### config.mk
export PLATFORM = sky130hd
export DESIGN_NAME = cte_top
export DESIGN_NICKNAME = d
export VERILOG_FILES = /design/src/rtl/cte_pkg.sv /design/src/rtl/cte_top.sv /design/src/rtl/cte_sync.sv /design/src/rtl/cte_edge_det.sv
export VERILOG_INCLUDE_DIRS = /design/src /design/src/rtl
export SDC_FILE = /design/constraint.sdc
export NUM_CORES = 1
export LEC_CHECK = 0
export ABC_AREA = 1
export BUFFER_PORTS_ARGS = -buffer_cell sky130_fd_sc_hd__buf_2
export CORE_ASPECT_RATIO = 0.9
export CORE_MARGIN = 8
export CORE_UTILIZATION = 30
export DETAILED_ROUTE_END_ITERATION = 6
export GPL_TIMING_DRIVEN = 0
export PLACE_DENSITY_LB_ADDON = 0.2
export SETUP_SLACK_MARGIN = 0.05
export SLEW_MARGIN = 20
export SYNTH_ARGS = -nofsm -noshare
export SYNTH_HDL_FRONTEND = slang
export SYNTH_SLANG_ARGS = --single-unit
### constraint.sdc
create_clock -name clk -period 1.3 [get_ports clk]
set_input_delay 0.325 -clock clk [delete_from_list [all_inputs] [get_ports clk]]
set_output_delay 0.325 -clock clk [all_outputs]
set_load 0.01 [all_outputs]
### src/rtl/cte_defs.svh
// Register offsets, field positions and reset values of the edge control unit
`ifndef CTE_DEFS_SVH
`define CTE_DEFS_SVH

// ----------------------------------------
// Register byte addresses
// ----------------------------------------
`define CTE_ADDR_MAIN 4'h0
`define CTE_ADDR_SRC 4'h4
`define CTE_ADDR_CUR 4'h8
`define CTE_ADDR_STAT 4'hc

// ----------------------------------------
// Main control fields
// ----------------------------------------
`define CTE_MAIN_EN 7
`define CTE_MAIN_SIDL 5
`define CTE_MAIN_DELAY_GEN_ENABLE 4
`define CTE_MAIN_EDGE_PASS_ENABLE 3
`define CTE_MAIN_SEQ 2
`define CTE_MAIN_DIS 1
`define CTE_MAIN_TRIG 0
`define CTE_MAIN_MASK 8'hbf

// ----------------------------------------
// Edge source control fields
// ----------------------------------------
`define CTE_SRC_POL2 7
`define CTE_SRC_SEL2_HI 6
`define CTE_SRC_SEL2_LO 5
`define CTE_SRC_POL1 4
`define CTE_SRC_SEL1_HI 3
`define CTE_SRC_SEL1_LO 2
`define CTE_SRC_STAT2 1
`define CTE_SRC_STAT1 0

// ----------------------------------------
// Current control fields and reset value
// ----------------------------------------
`define CTE_CUR_TRIM_HI 7
`define CTE_CUR_TRIM_LO 2
`define CTE_CUR_RNG_HI 1
`define CTE_CUR_RNG_LO 0
`define CTE_REG_RESET 8'h00

`endif

### src/rtl/cte_pkg.sv
// Types shared by the edge control unit files
package cte_pkg;

    typedef enum logic [1:0]
    {
        CTE_SRC_CAPTURE2 = 2'b00,
        CTE_SRC_CAPTURE1 = 2'b01,
        CTE_SRC_PIN2 = 2'b10,
        CTE_SRC_PIN1 = 2'b11
    } cte_src_t;

    typedef enum logic [1:0]
    {
        CTE_RNG_OFF = 2'b00,
        CTE_RNG_BASE = 2'b01,
        CTE_RNG_X10 = 2'b10,
        CTE_RNG_X100 = 2'b11
    } cte_range_t;

    typedef enum logic [1:0]
    {
        CTE_PULSE_IDLE = 2'b00,
        CTE_PULSE_ARMED = 2'b01,
        CTE_PULSE_DONE = 2'b10
    } cte_pulse_t;

endpackage

### src/rtl/cte_top.sv
// Charge time edge control unit with classic Wishbone register access
//
// Chosen here: the register offsets and the Wishbone register port.
`timescale 1ns/1ns
`include "cte_defs.svh"
module cte_top
    import cte_pkg::*;
(
    input wire logic clk,
    input wire logic rst,
    input wire logic unit_clock_disable,
    input wire logic idle_mode,
    input wire logic sleep_mode,
    input wire logic edge_pin_one,
    input wire logic edge_pin_two,
    input wire logic enhanced_capture_unit,
    input wire logic second_capture_unit,
    input wire logic comp_trip,
    input wire logic wb_cyc_i,
    input wire logic wb_stb_i,
    input wire logic wb_we_i,
    input wire logic [3:0] wb_adr_i,
    input wire logic [3:0] wb_sel_i,
    input wire logic [31:0] wb_dat_i,
    output logic [31:0] wb_dat_o,
    output logic wb_ack_o,
    output logic source_on,
    output logic source_ground,
    output logic [1:0] current_range,
    output logic [5:0] current_trim,
    output logic event_trigger,
    output logic pulse_out_pin,
    output logic unit_irq_flag
);
    // ----------------------------------------
    // Clock gating
    // ----------------------------------------
    // Modelled as a clock enable: a gated clock cell is not portable here
    logic gate_r;
    always_ff @(posedge clk)
    begin
        if (rst)
        begin
            gate_r <= 1'b1;
        end
        else
        begin
            gate_r <= ~unit_clock_disable;
        end
    end
    wire logic clk_en = gate_r;

    // ----------------------------------------
    // Input synchronisers
    // ----------------------------------------
    logic pin1_s, pin2_s, cap1_s, cap2_s, trip_s;
    cte_sync u_s1 (.clk(clk), .rst(rst), .d(edge_pin_one), .q(pin1_s));
    cte_sync u_s2 (.clk(clk), .rst(rst), .d(edge_pin_two), .q(pin2_s));
    cte_sync u_s3 (.clk(clk), .rst(rst), .d(enhanced_capture_unit), .q(cap1_s));
    cte_sync u_s4 (.clk(clk), .rst(rst), .d(second_capture_unit), .q(cap2_s));
    cte_sync u_s5 (.clk(clk), .rst(rst), .d(comp_trip), .q(trip_s));

    // ----------------------------------------
    // Registers
    // ----------------------------------------
    logic [7:0] main_r;
    logic [7:0] src_r;
    logic [7:0] cur_r;
    logic irq_r;

    wire logic unit_enable = main_r[`CTE_MAIN_EN];
    wire logic stop_in_idle = main_r[`CTE_MAIN_SIDL];
    wire logic delay_gen_enable = main_r[`CTE_MAIN_DELAY_GEN_ENABLE];
    wire logic edge_pass_enable = main_r[`CTE_MAIN_EDGE_PASS_ENABLE];
    wire logic edge_order_enable = main_r[`CTE_MAIN_SEQ];
    wire logic source_discharge = main_r[`CTE_MAIN_DIS];
    wire logic event_trigger_enable = main_r[`CTE_MAIN_TRIG];
    wire logic edge_two_polarity = src_r[`CTE_SRC_POL2];
    wire logic [1:0] edge_two_source = src_r[`CTE_SRC_SEL2_HI:`CTE_SRC_SEL2_LO];
    wire logic edge_one_polarity = src_r[`CTE_SRC_POL1];
    wire logic [1:0] edge_one_source = src_r[`CTE_SRC_SEL1_HI:`CTE_SRC_SEL1_LO];
    wire logic edge_two_seen = src_r[`CTE_SRC_STAT2];
    wire logic edge_one_seen = src_r[`CTE_SRC_STAT1];

    // Unit runs when enabled, clocked, and not halted by Idle
    wire logic halted = idle_mode & stop_in_idle;
    wire logic run = unit_enable & clk_en & ~halted;
    wire logic edge_run = run & edge_pass_enable;

    // ----------------------------------------
    // Edge detection
    // ----------------------------------------
    // Source index follows the field code: 11 pin one, 10 pin two, 01, 00 capture
    wire logic [3:0] srcs = {pin1_s, pin2_s, cap1_s, cap2_s};
    logic hit1, hit2;

    cte_edge_det u_e1
    (
        .clk(clk),
        .rst(rst),
        .run(edge_run),
        .srcs(srcs),
        .sel(edge_one_source),
        .pol(edge_one_polarity),
        .hit(hit1)
    );

    cte_edge_det u_e2
    (
        .clk(clk),
        .rst(rst),
        .run(edge_run),
        .srcs(srcs),
        .sel(edge_two_source),
        .pol(edge_two_polarity),
        .hit(hit2)
    );

    // Edge two is held off until edge one is seen when ordering is on
    wire logic hit2_ok = hit2 & (~edge_order_enable | edge_one_seen | hit1);

    // ----------------------------------------
    // Wishbone slave
    // ----------------------------------------
    // Address decode shared by every register select
    function automatic logic cte_at(input logic [3:0] adr, input logic [3:0] base);
        cte_at = adr == base;
    endfunction

    wire logic req = wb_cyc_i & wb_stb_i & ~wb_ack_o;
    // Writes land at the edge where the master samples ack, not one edge earlier
    wire logic commit = wb_cyc_i & wb_stb_i & wb_ack_o;
    wire logic wr_lane0 = commit & wb_we_i & wb_sel_i[0];
    wire logic hit_main = cte_at(wb_adr_i, `CTE_ADDR_MAIN);
    wire logic hit_src = cte_at(wb_adr_i, `CTE_ADDR_SRC);
    wire logic hit_cur = cte_at(wb_adr_i, `CTE_ADDR_CUR);
    wire logic hit_stat = cte_at(wb_adr_i, `CTE_ADDR_STAT);
    wire logic wr_main = wr_lane0 & hit_main;
    wire logic wr_src = wr_lane0 & hit_src;
    wire logic wr_cur = wr_lane0 & hit_cur;
    wire logic wr_stat = wr_lane0 & hit_stat;

    // Status bits: hardware set beats a same-cycle software clear
    wire logic [7:0] src_wr = wr_src ? wb_dat_i[7:0] : src_r;
    wire logic stat1_nxt = src_wr[`CTE_SRC_STAT1] | hit1;
    wire logic stat2_nxt = src_wr[`CTE_SRC_STAT2] | hit2_ok;
    wire logic [7:0] src_nxt = {src_wr[7:2], stat2_nxt, stat1_nxt};

    // Sequence is complete when both edges are seen for the first time
    wire logic seq_done = stat1_nxt & stat2_nxt & ~(edge_one_seen & edge_two_seen);
    wire logic irq_nxt = (irq_r & ~(wr_stat & wb_dat_i[0])) | (run & seq_done);

    wire logic [7:0] rd_byte =
        hit_main ? (main_r & `CTE_MAIN_MASK) :
        hit_src ? src_r :
        hit_cur ? cur_r :
        hit_stat ? {7'h00, irq_r} : 8'h00;

    always_ff @(posedge clk)
    begin
        if (rst)
        begin
            wb_ack_o <= 1'b0;
            wb_dat_o <= 32'h0000_0000;
        end
        else
        begin
            wb_ack_o <= req;
            wb_dat_o <= req ? {24'h00_0000, rd_byte} : 32'h0000_0000;
        end
    end

    // Each register has its own short process; any reset clears all of them
    wire logic [7:0] main_nxt = wr_main ? (wb_dat_i[7:0] & `CTE_MAIN_MASK) : main_r;
    wire logic [7:0] cur_nxt = wr_cur ? wb_dat_i[7:0] : cur_r;

    always_ff @(posedge clk)
    begin
        if (rst)
        begin
            main_r <= `CTE_REG_RESET;
        end
        else
        begin
            main_r <= main_nxt;
        end
    end

    always_ff @(posedge clk)
    begin
        if (rst)
        begin
            cur_r <= `CTE_REG_RESET;
        end
        else
        begin
            cur_r <= cur_nxt;
        end
    end

    // Clearing the status bits drops a measurement cut short by reset
    always_ff @(posedge clk)
    begin
        if (rst)
        begin
            src_r <= `CTE_REG_RESET;
        end
        else
        begin
            src_r <= src_nxt;
        end
    end

    always_ff @(posedge clk)
    begin
        if (rst)
        begin
            irq_r <= 1'h0;
        end
        else
        begin
            irq_r <= irq_nxt;
        end
    end

    // ----------------------------------------
    // Delay pulse generation
    // ----------------------------------------
    cte_pulse_t pstate_r, pstate_nxt;
    always_comb
    begin
        pstate_nxt = pstate_r;
        case (pstate_r)
            CTE_PULSE_IDLE:
                if (run & delay_gen_enable & edge_one_seen & ~trip_s)
                begin
                    pstate_nxt = CTE_PULSE_ARMED;
                end
            CTE_PULSE_ARMED:
                if (~run | ~delay_gen_enable)
                begin
                    pstate_nxt = CTE_PULSE_IDLE;
                end
                else if (trip_s)
                begin
                    pstate_nxt = CTE_PULSE_DONE;
                end
            CTE_PULSE_DONE:
                // Rearm only after status bit one clears or delay generation is disabled, one pulse per charge
                if (~edge_one_seen | ~delay_gen_enable)
                begin
                    pstate_nxt = CTE_PULSE_IDLE;
                end
            default:
                pstate_nxt = CTE_PULSE_IDLE;
        endcase
    end

    always_ff @(posedge clk)
    begin
        if (rst)
        begin
            pstate_r <= CTE_PULSE_IDLE;
        end
        else
        begin
            pstate_r <= pstate_nxt;
        end
    end

    // ----------------------------------------
    // Analog control outputs
    // ----------------------------------------
    // Drive while exactly one status bit is set
    wire logic charge = edge_one_seen ^ edge_two_seen;
    wire logic range_on = cur_r[`CTE_CUR_RNG_HI:`CTE_CUR_RNG_LO] != CTE_RNG_OFF;
    wire logic src_on_nxt = run & ~sleep_mode & range_on & charge;
    wire logic ground_nxt = unit_enable & source_discharge;
    wire logic trig_nxt = run & event_trigger_enable & seq_done;
    // One pulse on the step from armed to done, so a held trip cannot repeat it
    wire logic pulse_nxt = (pstate_r == CTE_PULSE_ARMED) & trip_s
        & delay_gen_enable & run;

    always_ff @(posedge clk)
    begin
        if (rst)
        begin
            source_on <= 1'h0;
            source_ground <= 1'h0;
        end
        else
        begin
            source_on <= src_on_nxt;
            source_ground <= ground_nxt;
        end
    end

    always_ff @(posedge clk)
    begin
        if (rst)
        begin
            current_range <= 2'h0;
            current_trim <= 6'h00;
        end
        else
        begin
            current_range <= cur_r[`CTE_CUR_RNG_HI:`CTE_CUR_RNG_LO];
            current_trim <= cur_r[`CTE_CUR_TRIM_HI:`CTE_CUR_TRIM_LO];
        end
    end

    always_ff @(posedge clk)
    begin
        if (rst)
        begin
            event_trigger <= 1'h0;
            pulse_out_pin <= 1'h0;
            unit_irq_flag <= 1'h0;
        end
        else
        begin
            event_trigger <= trig_nxt;
            pulse_out_pin <= pulse_nxt;
            unit_irq_flag <= irq_nxt;
        end
    end
endmodule

### src/rtl/cte_sync.sv
// Two-flop synchroniser for asynchronous inputs
`timescale 1ns/1ns
module cte_sync
(
    input wire logic clk,
    input wire logic rst,
    input wire logic d,
    output logic q
);
    logic meta_r;

    always_ff @(posedge clk)
    begin
        if (rst)
        begin
            meta_r <= 1'b0;
            q <= 1'b0;
        end
        else
        begin
            meta_r <= d;
            q <= meta_r;
        end
    end
endmodule

### src/rtl/cte_edge_det.sv
// Source select and polarity edge detector for one edge channel
`timescale 1ns/1ns
module cte_edge_det
    import cte_pkg::*;
(
    input wire logic clk,
    input wire logic rst,
    input wire logic run,
    input wire logic [3:0] srcs,
    input wire logic [1:0] sel,
    input wire logic pol,
    output logic hit
);
    logic prev_r;
    wire logic lvl = srcs[sel];

    // Previous level is tracked while halted so no false edge on wake-up
    always_ff @(posedge clk)
    begin
        if (rst)
        begin
            prev_r <= 1'b0;
        end
        else
        begin
            prev_r <= lvl;
        end
    end

    assign hit = run & (pol ? (lvl & ~prev_r) : (~lvl & prev_r));
endmodule

# After elaboration in Yosys (flattened, before gate mapping)
# Index checks and enable logic that the tools add are counted.
[classes] magnitude_cmp=2 eq_ne=8 muxes=16 bitwise=62 n_reduce_logical=6
[op_table] operator="AND 1 bit" n=38
[op_table] operator="two-way mux 8 bit" n=3
[op_table] operator="inverter 1 bit" n=16
[op_table] operator="two-way mux 2 bit" n=5
[op_table] operator="== test 4 bit (second input constant)" n=2
[op_table] operator="bitwise OR 1 bit" n=7
[op_table] operator="< comparator 2 x 3 -> 1 bit (second input constant)" n=2
[op_table] operator="one-hot mux 2 bit (3 select lines)" n=1
[op_table] operator="two-way mux 1 bit" n=5
[op_table] operator="binary-select mux 1 bit (select 2 bit)" n=2
[op_table] operator="== test 4 x 3 -> 1 bit (second input constant)" n=1
[op_table] operator="zero test 4 bit" n=1
[op_table] operator="!= test 2 bit (second input constant)" n=2
[op_table] operator="!= test 3 x 2 -> 1 bit (second input constant)" n=1
[op_table] operator="AND reduction 3 bit" n=1
[op_table] operator="OR reduction 3 bit" n=1
[op_table] operator="== test 2 x 1 -> 1 bit (second input constant)" n=1
[op_table] operator="== test 2 bit (second input constant)" n=1
[op_table] operator="zero test 2 bit" n=1
[op_table] operator="nonzero test 2 bit" n=1
[op_table] operator="OR reduction 2 bit" n=1
[op_table] operator="XOR 1 bit" n=1
[totals] reg_bits=84 inputBits=53 output_inout_bits=46 word_cells=123

# Longest topological paths before layout
# Gate-level depths: netlist of run 1.
[logic_depth] ltp_word=13 mapped_depth=11 mapped_depth_nobuf=11

# Hierarchy
# A second synthesis of run 1 with hierarchy kept.
[unflattened] cells_unflattened=312 area_unflattened_um2=2562.5
[by_module_without_submodules] mod="cte_top" instances=1 cells_per_inst=246 area_each_um2=2042.0 seq_area_each_um2=960.9
[by_module_without_submodules] mod="cte_sync" instances=5 cells_per_inst=6 area_each_um2=55.1 seq_area_each_um2=40.0
[by_module_without_submodules] mod="cte_edge_det" instances=2 cells_per_inst=18 area_each_um2=122.6 seq_area_each_um2=20.0

# Worst setup path after synthesis of run 1
# No wires, ideal clock.
[synth_path] path_kind="reg-to-reg" from="reg wb_ack_o" to="reg cur_r[3]" setup_ns=0.117 t_arrival_ns=1.193 required_time_ns=1.183 path_slack_ns=-0.010 path_stages_with_launch=9 n_path_buf=1 period_less_slack_ns=1.310 cell_sequence="dfxtp_1 -> nand3_1 -> nor2_2 -> inv_1 -> nor2_1 -> inv_2 -> buf_6 -> o21ai_1 -> a21oi_1"
[synth_between] elab_chain_cells=4
[synth_lines] item="start: declaration" line_no="cte_top.sv:26" rtl="output logic wb_ack_o,"
[synth_lines] item="start signal: assignment" line_no="cte_top.sv:168" rtl="wb_ack_o <= req;"
[synth_lines] item="AND 1 bit" line_no="cte_top.sv:132" rtl="wire logic commit = wb_cyc_i & wb_stb_i & wb_ack_o;"
[synth_lines] item="AND 1 bit (2 in series)" line_no="cte_top.sv:133" rtl="wire logic wr_lane0 = commit & wb_we_i & wb_sel_i[0];"
[synth_lines] item="AND 1 bit" line_no="cte_top.sv:140" rtl="wire logic wr_cur = wr_lane0 & hit_cur;"
[synth_lines] item="end signal: assignment" line_no="cte_top.sv:193" rtl="cur_r <= `CTE_REG_RESET;"
[synth_lines] item="end signal: assignment" line_no="cte_top.sv:197" rtl="cur_r <= cur_nxt;"
[synth_lines] item="end: declaration" line_no="cte_top.sv:68" rtl="logic [7:0] cur_r;"
# Every way passes these cells.
# A chain may end at the register's enable or synchronous reset.

# Worst setup path after layout of run 1
[layout_path] from="reg wb_ack_o" to="reg event_trigger"
[layout_between] elab_chain_cells=9 elab_cells_between_ends=10 cone_classes="mux: 1; bitwise: 9"
[layout_lines] item="AND 1 bit *" line_no="cte_top.sv:132"
[layout_lines] item="AND 1 bit * (2 in series)" line_no="cte_top.sv:133"
[layout_lines] item="AND 1 bit *" line_no="cte_top.sv:139" rtl="wire logic wr_src = wr_lane0 & hit_src;"
[layout_lines] item="two-way mux 2 bit *" line_no="cte_top.sv:144" rtl="wire logic [7:0] src_wr = wr_src ? wb_dat_i[7:0] : src_r;"
[layout_lines] item="bitwise OR 1 bit (on tied branches)" line_no="cte_top.sv:145, cte_top.sv:146"
[layout_lines] item="AND 1 bit * (2 in series)" line_no="cte_top.sv:150" rtl="wire logic seq_done = stat1_nxt & stat2_nxt & ~(edge_one_seen & edge_two_seen);"
[layout_lines] item="AND 1 bit *" line_no="cte_top.sv:279" rtl="wire logic trig_nxt = run & event_trigger_enable & seq_done;"
[layout_lines] item="end signal: assignment" line_no="cte_top.sv:322" rtl="event_trigger <= trig_nxt;"
[layout_lines] item="end: declaration" line_no="cte_top.sv:31" rtl="output logic event_trigger,"
# Mark *: on every way between the ends. The rest lies on a longest branch, timed or not.

==> summary.md, run 1 <==
The run finished with clean final reports. The number of distinct library cells after synthesis was 31; the share of cells above drive strength 1 was 35.01%. Ranked by total cell area, the synthesized netlist is headed by sky130_fd_sc_hd__dfxtp_1, sky130_fd_sc_hd__nor2_1, sky130_fd_sc_hd__buf_4.

The tree is rooted in a sky130_fd_sc_hd__clkbuf_8. For the worst-skew pair, the clock arrives at the later sink with an insertion delay of 0.33 ns. Walking the worst path, the cells encountered are nand3_2 -> nor2_4 -> buf_6 -> nand3_2 -> nand2_2 -> inv_2 -> a21oi_2 -> nand2_1 -> nor2_2.

After detailed routing, the total wire length is 6.522 mm. The worst setup path is of the flip-flop to flip-flop kind. The aggregate global-route resource usage was 11.87%. The cell that appears most often on the critical path is sky130_fd_sc_hd__nand3_2. The tools report the largest clock skew in the final design as 0.003191 ns. The post-layout net count was 447.

The tools report the worst hold slack across all endpoints as 0.1508 ns. In the final layout, the multi-input gates occupy 999.7 um^2. The iteration count of the initial detailed-routing pass was 4; the initial standard-cell utilization of the core was 30.43%. The sequential cells in the finished layout cover a total of 0.001209 mm^2. In this run the tool buffered the top-level ports with 46 buffer cells. The Yosys warning count is 0. The run gives 0 as the aggregate global routing overflow.

The launch point of the critical path is wb_ack_o. The number of failing hold endpoints at the final stage was 0; the final critical-path required period was 1.253 ns. For the pin with the worst max-slew slack, the measured transition is 0.5005 ns.

The most frequently used flop master after synthesis is sky130_fd_sc_hd__dfxtp_1. The global-route wire length before repair came out at 10.62 mm. The count of final max-slew check failures is 0, and the data required time of the worst path is 1.58 ns. The sum of negative setup slack was 0 ns. The startpoint type of the worst setup path was a flip-flop.

The number of antenna diodes in the final layout is 0. The final number of setup-violating endpoints came out at 0. The tool flagged a number of max-cap violations equal to 0. The initial antenna violation count is 0, and the power per unit of standard cell area is 1124 mW/mm^2. Sort of element at the end of the critical path: a flip-flop. After floorplanning, the core was divided into 31 placement rows. Static timing analysis puts the maximum clock frequency at 798.3 MHz.

The detailed-route vias per instance is 4.304, and the gate count of the mapped netlist is 306. For this run, design rule violations remaining after detail routing come to 0. TritonCTS built the clock tree.

The core region is 0.007951 mm^2. The synthesized cell area was 0.002420 mm^2. The delay contributed by the slowest stage of the critical path was 0.35 ns. TritonCTS created 9 clock buffers. The filler cell count in the final layout was 820.

Summing over every cut layer, the via total after detailed routing is 2135. The maximum number of pins on one net before global-route repair is 11. The clock passes through at most 2 buffers. The part of the cycle the worst path needs is 96.36%. Setup repair after global routing could not meet its margin everywhere. The final total power is 3.575 mW, and the initial detailed-routing violation count is 95. The cell taking the most area after synthesis was sky130_fd_sc_hd__dfxtp_1. The slowest library cell on the worst path is sky130_fd_sc_hd__dfxtp_2.

Counting instances in the post-synthesis netlist gives the leading cell types as sky130_fd_sc_hd__dfxtp_1, sky130_fd_sc_hd__nor2_1, sky130_fd_sc_hd__inv_1. For this design the static power due to leakage is 1.456 nW. Clock transition at the registers of the reported paths: 0.06 ns. The floorplan step set the die width to 110.7 um. The die covers 0.01120 mm^2. For the number of global-route vias before repair, the log shows 2228.

The share of the synthesized area in the top cell type was 49.64%; the final routed wire length divided by cell count was 13.15 um. The congestion estimate from routability-driven global placement came to 0.7863. In this run the number of H-tree levels came out at 3. The area added between synthesis and finish was 31.49%; the average cell area after synthesis was 7.908 um^2. For this design the top-level I/O count stands at 99. The fraction of synthesis flops using an asynchronous set or reset pin works out to 0%. Yosys instantiated no cell more often than sky130_fd_sc_hd__dfxtp_1. In this run, synthesis produced a sequential element count of 60.

Data arrival time of the critical path: 1.53 ns. The count of nets left with antenna violations once routing finished came out at 0. The tools report the post-DP HPWL as 4.792 mm. The fraction of the yosys area taken by sequential cells was 49.64%.

The count of flip-flops with a built-in enable after synthesis is 0. The remaining max-slew budget at the tightest pin came out at 66.63%. Maximum fanout encountered on the critical timing path: 3. VDD sags by at most 0.0004498 V. The startpoint identified for the worst hold timing path is sleep_mode.

From bottom edge to top edge, the die measures 101.2 um. The origin of the critical flop-to-flop path is wb_ack_o. The tightest min-delay check is of the input port to flip-flop type. For this design, the sink count on the clock tree is 60.
==> critical path: cells and delay by family (launching register included) <==
kind / cells / cell delay, ns
flops: 1 / 0.35
buf+inv: 2 / 0.17
simple gates: 6 / 0.54
compound gates: 1 / 0.13
==> worst paths after layout <==
| kind | to | slack (ns) | cells past startpoint |
|---|---|---|---|
| worst max-delay path | event_trigger | 0.05 | 9 |
| worst min-delay path | source_on | 0.15 | 2 |
| worst max register to register | event_trigger | 0.05 | 9 |
| worst min register to register | u_s5.q | 0.40 | 2 |
==> per-layer routing <==
| layer | track usage, % | vias up | share of wire, % |
|---|---|---|---|
| met1 | 14.41 | 945 | 49 |
| met4 | 3.734 | 0 | 1.4 |
| met2 | 18.09 | 80 | 42 |
| met3 | 5.802 | 9 | 7.8 |
| li1 | - | 1101 | - |
| met5 | 0 | - | 0 |
==> logic make-up (layout without fill, tap and decap cells) <==
kind of cell,count (synthesis),after routing,share of synthesized area (%)
simple gates,110,110,20.73
other cells,1,24,0.1550
fa+ha+maj,1,1,0.5170
compound gates,60,60,13.19
buf+inv,74,142,15.77
flops,60,60,49.64
==> power breakdown <==
part | leakage (nW) | switching [mW] | internal [mW]
sequential | 0.489 | 0.00810 | 1.86
combinational | 0.878 | 0.152 | 0.107
clock | 0.0893 | 0.670 | 0.779
total | 1.46 | 0.830 | 2.75
==> cell type report <==
cell class	count	share of cell area, %
sequential	60	37.99
multi-input combinational	195	31.42
timing repair buffer	53	9.123
buffer	31	6.960
inverter	43	5.309
clock buffer	13	4.994
tap	99	3.893
clock inverter	2	0.3146
==> state kept, by name, indices dropped and copies added, names as in the netlist, 2 cells and up <==
signal	count
cur_r	8
current_range	2
current_trim	6
main_r	7
pstate_r	2
src_r	8
wb_dat_o	8
==> metrics by stage <==
stage,instances,worst slack (ns),utilization [%],instance area (um^2)
3_5_place_dp,474,-0.3035,36.11,2872
4_1_cts,493,0.03767,38.77,3083
2_1_floorplan,329,0.06355,-,2517
5_1_grt,496,-0.06952,40.02,3182
3_3_place_gp,474,-0.3514,36.11,2872
6_report,496,0.04732,40.02,3182
==> layout by cell type, fill, tap and decap left out, types with 11 or more instances in the layout <==
master,instances
sky130_fd_sc_hd__a21oi_1,22
sky130_fd_sc_hd__inv_1,34
sky130_fd_sc_hd__conb_1,24
sky130_fd_sc_hd__buf_2,47
sky130_fd_sc_hd__clkbuf_8,11
sky130_fd_sc_hd__o21ai_1,16
sky130_fd_sc_hd__dfxtp_1,54
sky130_fd_sc_hd__buf_4,30
sky130_fd_sc_hd__nand2_1,28
sky130_fd_sc_hd__nor2_1,47
==> what timing repair did <==
action | 4_1_cts | 5_1_grt
resized for setup | 9 | 33
setup endpoints to repair | 15 | 24
pin swaps | 4 | 4
hold buffers | 0 | 0
buffers inserted | 3 | 3
cloned | 1 | 0
No activity file was read; power rests on OpenSTA's default activity.
==> inputs of run 2 (changes only) <==
Settings changed: BUFFER_PORTS_ARGS -buffer_cell sky130_fd_sc_hd__buf_2 to not set, DONT_BUFFER_PORTS set to 1, SYNTH_HIERARCHICAL set to 1.
==> summary.md, run 2 <==
Setup violations remaining at the end of the flow were counted as 3. In this run the tool buffered the top-level ports with 0 buffer cells. The routed metal-1 wirelength was 2.764 mm; the final critical-path required period was 1.411 ns.

The most frequently used cell type in the post-synthesis netlist was sky130_fd_sc_hd__dfxtp_1. The startpoint identified for the worst register-to-register timing path is src_r[2]. The worst IR drop on VDD is 0.0004699 V. The fraction of power spent switching nets is 22.50%, and the power share of the clock group is 50.1%. The cell row count came out at 32. Summed over all cells, the static leakage comes to 1.407 nW. Measured along the y axis, the die boundary spans 103.7 um.

The biggest area contributor in the post-synthesis netlist is sky130_fd_sc_hd__dfxtp_1. Global routing finished with a remaining overflow of 0. For the maximum number of pins on one net before global-route repair, the log shows 18.

Static timing analysis puts the maximum clock frequency at 708.9 MHz. Hold is met by 0.03758 ns. For this run, the leading register cell type out of synthesis is sky130_fd_sc_hd__dfxtp_1. Once detail routing completed, the nets flagged for antenna violations numbered 0.

For the number of failing hold endpoints at the final stage, the log shows 0. The tools report the initial antenna violation count as 0. Counting the fill cells in the layout gives 887.

For this block, the initial DRC count from the detailed router was 83. The initial standard-cell utilization of the core is 30.33%, and the post-placement setup slack is -0.2492 ns. A synthesized cell averages 8.213 um^2.

Power spread over the standard cell area amounts to 1269 mW/mm^2. Clock-pin slew was measured on the worst setup and hold paths at 0.08 ns. TritonCTS built the clock tree. The post-route netlist has 30.17% of its cells at a drive strength greater than 1. Relative to the synthesized area, the layout overhead comes to 27.93%.

Across every metal layer, demand over resource in global routing totals 10.94%. The sort of element at the end of the critical path is a flip-flop. After detailed routing, the met2 layer carries 2.827 mm of wire. Across all register-to-register paths, the minimum setup slack is -0.11 ns. For this design, the sink count on the clock tree is 60.

The run gives 0.002562 mm^2 as the synthesized cell area. The library cell used most frequently in the layout, excluding fill and tap cells, is sky130_fd_sc_hd__nor2_1. The final setup slack of the worst path is -0.1106 ns, and the Yosys warning count is 6.

Yosys mapped a number of flops with a built-in enable equal to 0. The die extent in x works out to 113.4 um. After synthesis, flip-flops and latches occupy 46.88% of the total area. The die outline area was 0.01176 mm^2. In the layout the commonest cells are sky130_fd_sc_hd__nor2_1, sky130_fd_sc_hd__dfxtp_1, sky130_fd_sc_hd__inv_1, sky130_fd_sc_hd__buf_4, sky130_fd_sc_hd__conb_1.

The actual slew at the worst max-slew pin was 0.5305 ns. The worst hold path cell count is 1, and the number of distinct library cells after synthesis is 30. Clock tree synthesis inserted a total of 9 buffers. By area the synthesized netlist is led by sky130_fd_sc_hd__dfxtp_1, sky130_fd_sc_hd__nor2_1, sky130_fd_sc_hd__buf_4. In the routed layout, each cell is associated on average with a via count of 4.184. Combinational logic burns 5.1% of the power. In the final design database the tool counted 407 nets.

The part of the cycle the worst path needs was 108.5%. The first global-routing pass estimated 9.832 mm of wire. For the maximum buffer depth of the clock tree, the log shows 2.

The region available for standard cell placement spans 0.008448 mm^2. The launch point of the critical path was src_r[2]. For the remaining max-slew budget at the tightest pin, the log shows 64.64%. For the final routed database, the setup TNS stands at -0.2676 ns. During I/O placement, the number of pins put on the boundary was 99. Summing all non-filler instances in the final layout gives an area of 0.003278 mm^2. At the end of routability-driven placement, the weighted congestion stood at 0.7909. The quantity of hold-fixing buffers added after cts was 0. Measured in cells, the most critical reg-to-reg path has a length of 9.

The iteration count of the initial detailed-routing pass is 4. The flow ran to the end, but the final reports show violations. STA puts the critical path data required time at 1.54 ns.

The run gives 4.682 mm as the post-DP HPWL. In the final layout, the registers with the most flip-flops are cur_r: 8 flops, src_r: 8 flops, wb_dat_o: 8 flops. Clock latency on the worst-skew pair, taken at its later pin, is 0.35 ns. The maximum fanout encountered on the critical timing path is 4, and the total inserted antenna cells is 0. After detailed routing, no signal wire sits above met4. Following the worst setup path forward leads to its endpoint at unit_irq_flag.

The tools report the final routed DRC violation total as 0. In the final routed layout, each cell accounts on average for 13.26 um. For this run, asynchronously set or reset flops after synthesis account for 0%. Across the run, the number of max-cap violations was 0.

Registers are responsible for 44.8% of the overall power. The min-delay analysis places its worst path in the category input port to flip-flop. The internal power of the cells totals 3.225 mW. The startpoint type of the worst setup path was a flip-flop. The number of global-route vias before repair came out at 1888. The critical path is of the flip-flop to flip-flop type. After technology mapping, the gate count stands at 312. The instance area at placement is 0.002799 mm^2. The net switching power came out at 0.9363 mW. For the worst setup path, the data arrival time is 1.65 ns. For this run, the share of the core covered by cells in the final layout is 38.80%. Setup repair after global routing could not meet its margin everywhere. The tools report the master cell of the clock root buffer as sky130_fd_sc_hd__clkbuf_8. The tools report the detailed-route via count as 1996.

Wire segments on met3 add up to 691 um in the final route. The share of the synthesized area in the top cell type works out to 46.88%. For the largest clock skew in the final design, the log shows 0.01169 ns. The tools report the endpoint of the most critical register-to-register path as unit_irq_flag.

The count of final max-slew check failures came out at 0. The H-tree was split into 3 levels. In the synthesized netlist, the cells that appear most often are sky130_fd_sc_hd__dfxtp_1, sky130_fd_sc_hd__nor2_1, sky130_fd_sc_hd__inv_1. Count of state elements after synthesis: 60. The run gives 6.324 mm as the total length of routed wires. The final reports fail on setup timing.
## run 2: changes by cell type after synthesis, moves of 3 or more
cell | before | now
sky130_fd_sc_hd__o22ai_1 | 6 | 0
sky130_fd_sc_hd__o21ai_0 | 10 | 18
sky130_fd_sc_hd__nand2_1 | 32 | 29
sky130_fd_sc_hd__o211ai_1 | 2 | 6
sky130_fd_sc_hd__nand2_4 | 1 | 5
sky130_fd_sc_hd__inv_2 | 4 | 10
sky130_fd_sc_hd__nand3_2 | 1 | 7
sky130_fd_sc_hd__o21ai_1 | 14 | 8
sky130_fd_sc_hd__nand4_1 | 5 | 1
sky130_fd_sc_hd__nor2_1 | 49 | 57
sky130_fd_sc_hd__a21oi_1 | 26 | 15
## run 2: metrics by stage
stage / cells / total power [mW]
6_report: 477 / 4.161
5_1_grt: 477 / 4.336
4_1_cts: 471 / 4.200
3_5_place_dp: 454 / 2.107
3_3_place_gp: 454 / 2.104
2_1_floorplan: 335 / 2.083
## run 2: worst min path at each step
stage          slack [ns]        start     endpoint
2_1_floorplan        0.39  u_s1/meta_r       u_s1/q
3_5_place_dp         0.39  u_s1/meta_r       u_s1/q
6_report             0.04          rst  u_s2/meta_r
4_1_cts              0.02          rst       u_s2/q
3_3_place_gp         0.39  u_s3/meta_r       u_s3/q
5_1_grt              0.01          rst       u_s4/q
## run 2: repair_timing
| action | CTS | global route |
|---|---|---|
| endpoints found under the setup margin | 26 | 13 |
| gates resized for setup | 13 | 27 |
| setup buffers | 1 | 4 |
| gates cloned | 0 | 2 |
| pin swaps | 5 | 8 |
## run 2: logic make-up after synthesis
group / after synthesis / share of synthesized area (%)
other: 1 / 0.1463
adders and majority gates: 1 / 0.4882
and+or+nand+nor: 121 / 25.54
AOI/OAI and AO/OA: 53 / 11.72
buffers and inverters: 76 / 15.23
DFF: 60 / 46.87
## run 2: power by group through the flow
stage / clock, mW / sequential, mW / combinational [mW]
2_1_floorplan: 0 / 1.91 / 0.177
3_3_place_gp: 0 / 1.91 / 0.196
3_5_place_dp: 0 / 1.91 / 0.199
4_1_cts: 2.13 / 1.86 / 0.203
5_1_grt: 2.23 / 1.87 / 0.235
6_report: 2.08 / 1.87 / 0.212
## run 2: worst max-delay path, stage by stage (launching register included)
cell and delay, ns:
sky130_fd_sc_hd__dfxtp_4 0.39, sky130_fd_sc_hd__inv_4 0.05, sky130_fd_sc_hd__nand2_2 0.07, sky130_fd_sc_hd__nand3_4 0.08, sky130_fd_sc_hd__a21oi_2 0.14, sky130_fd_sc_hd__nor2_2 0.06
sky130_fd_sc_hd__o31ai_2 0.20, sky130_fd_sc_hd__nand3_1 0.15, sky130_fd_sc_hd__nand2_2 0.11, sky130_fd_sc_hd__o21ai_1 0.06
## run 2: routing by layer
layer	vias to the layer above	GRT usage, %
met5	-	0
met4	0	3.137
met3	6	6.732
met2	68	16.69
met1	896	12.46
li1	1026	-
## run 2: final cells by class
type                    instances  area, um^2  area share (%)
inverters                      47       181.4           5.534
clock inverters                 7       123.9           3.779
clock buffers                   9       123.9           3.779
well taps                     119       148.9           4.542
flip-flops and latches         60        1214           37.02
repair buffers                  7       91.34           2.786
multi-input cells             199        1174           35.80
plain buffers                  29       221.5           6.756
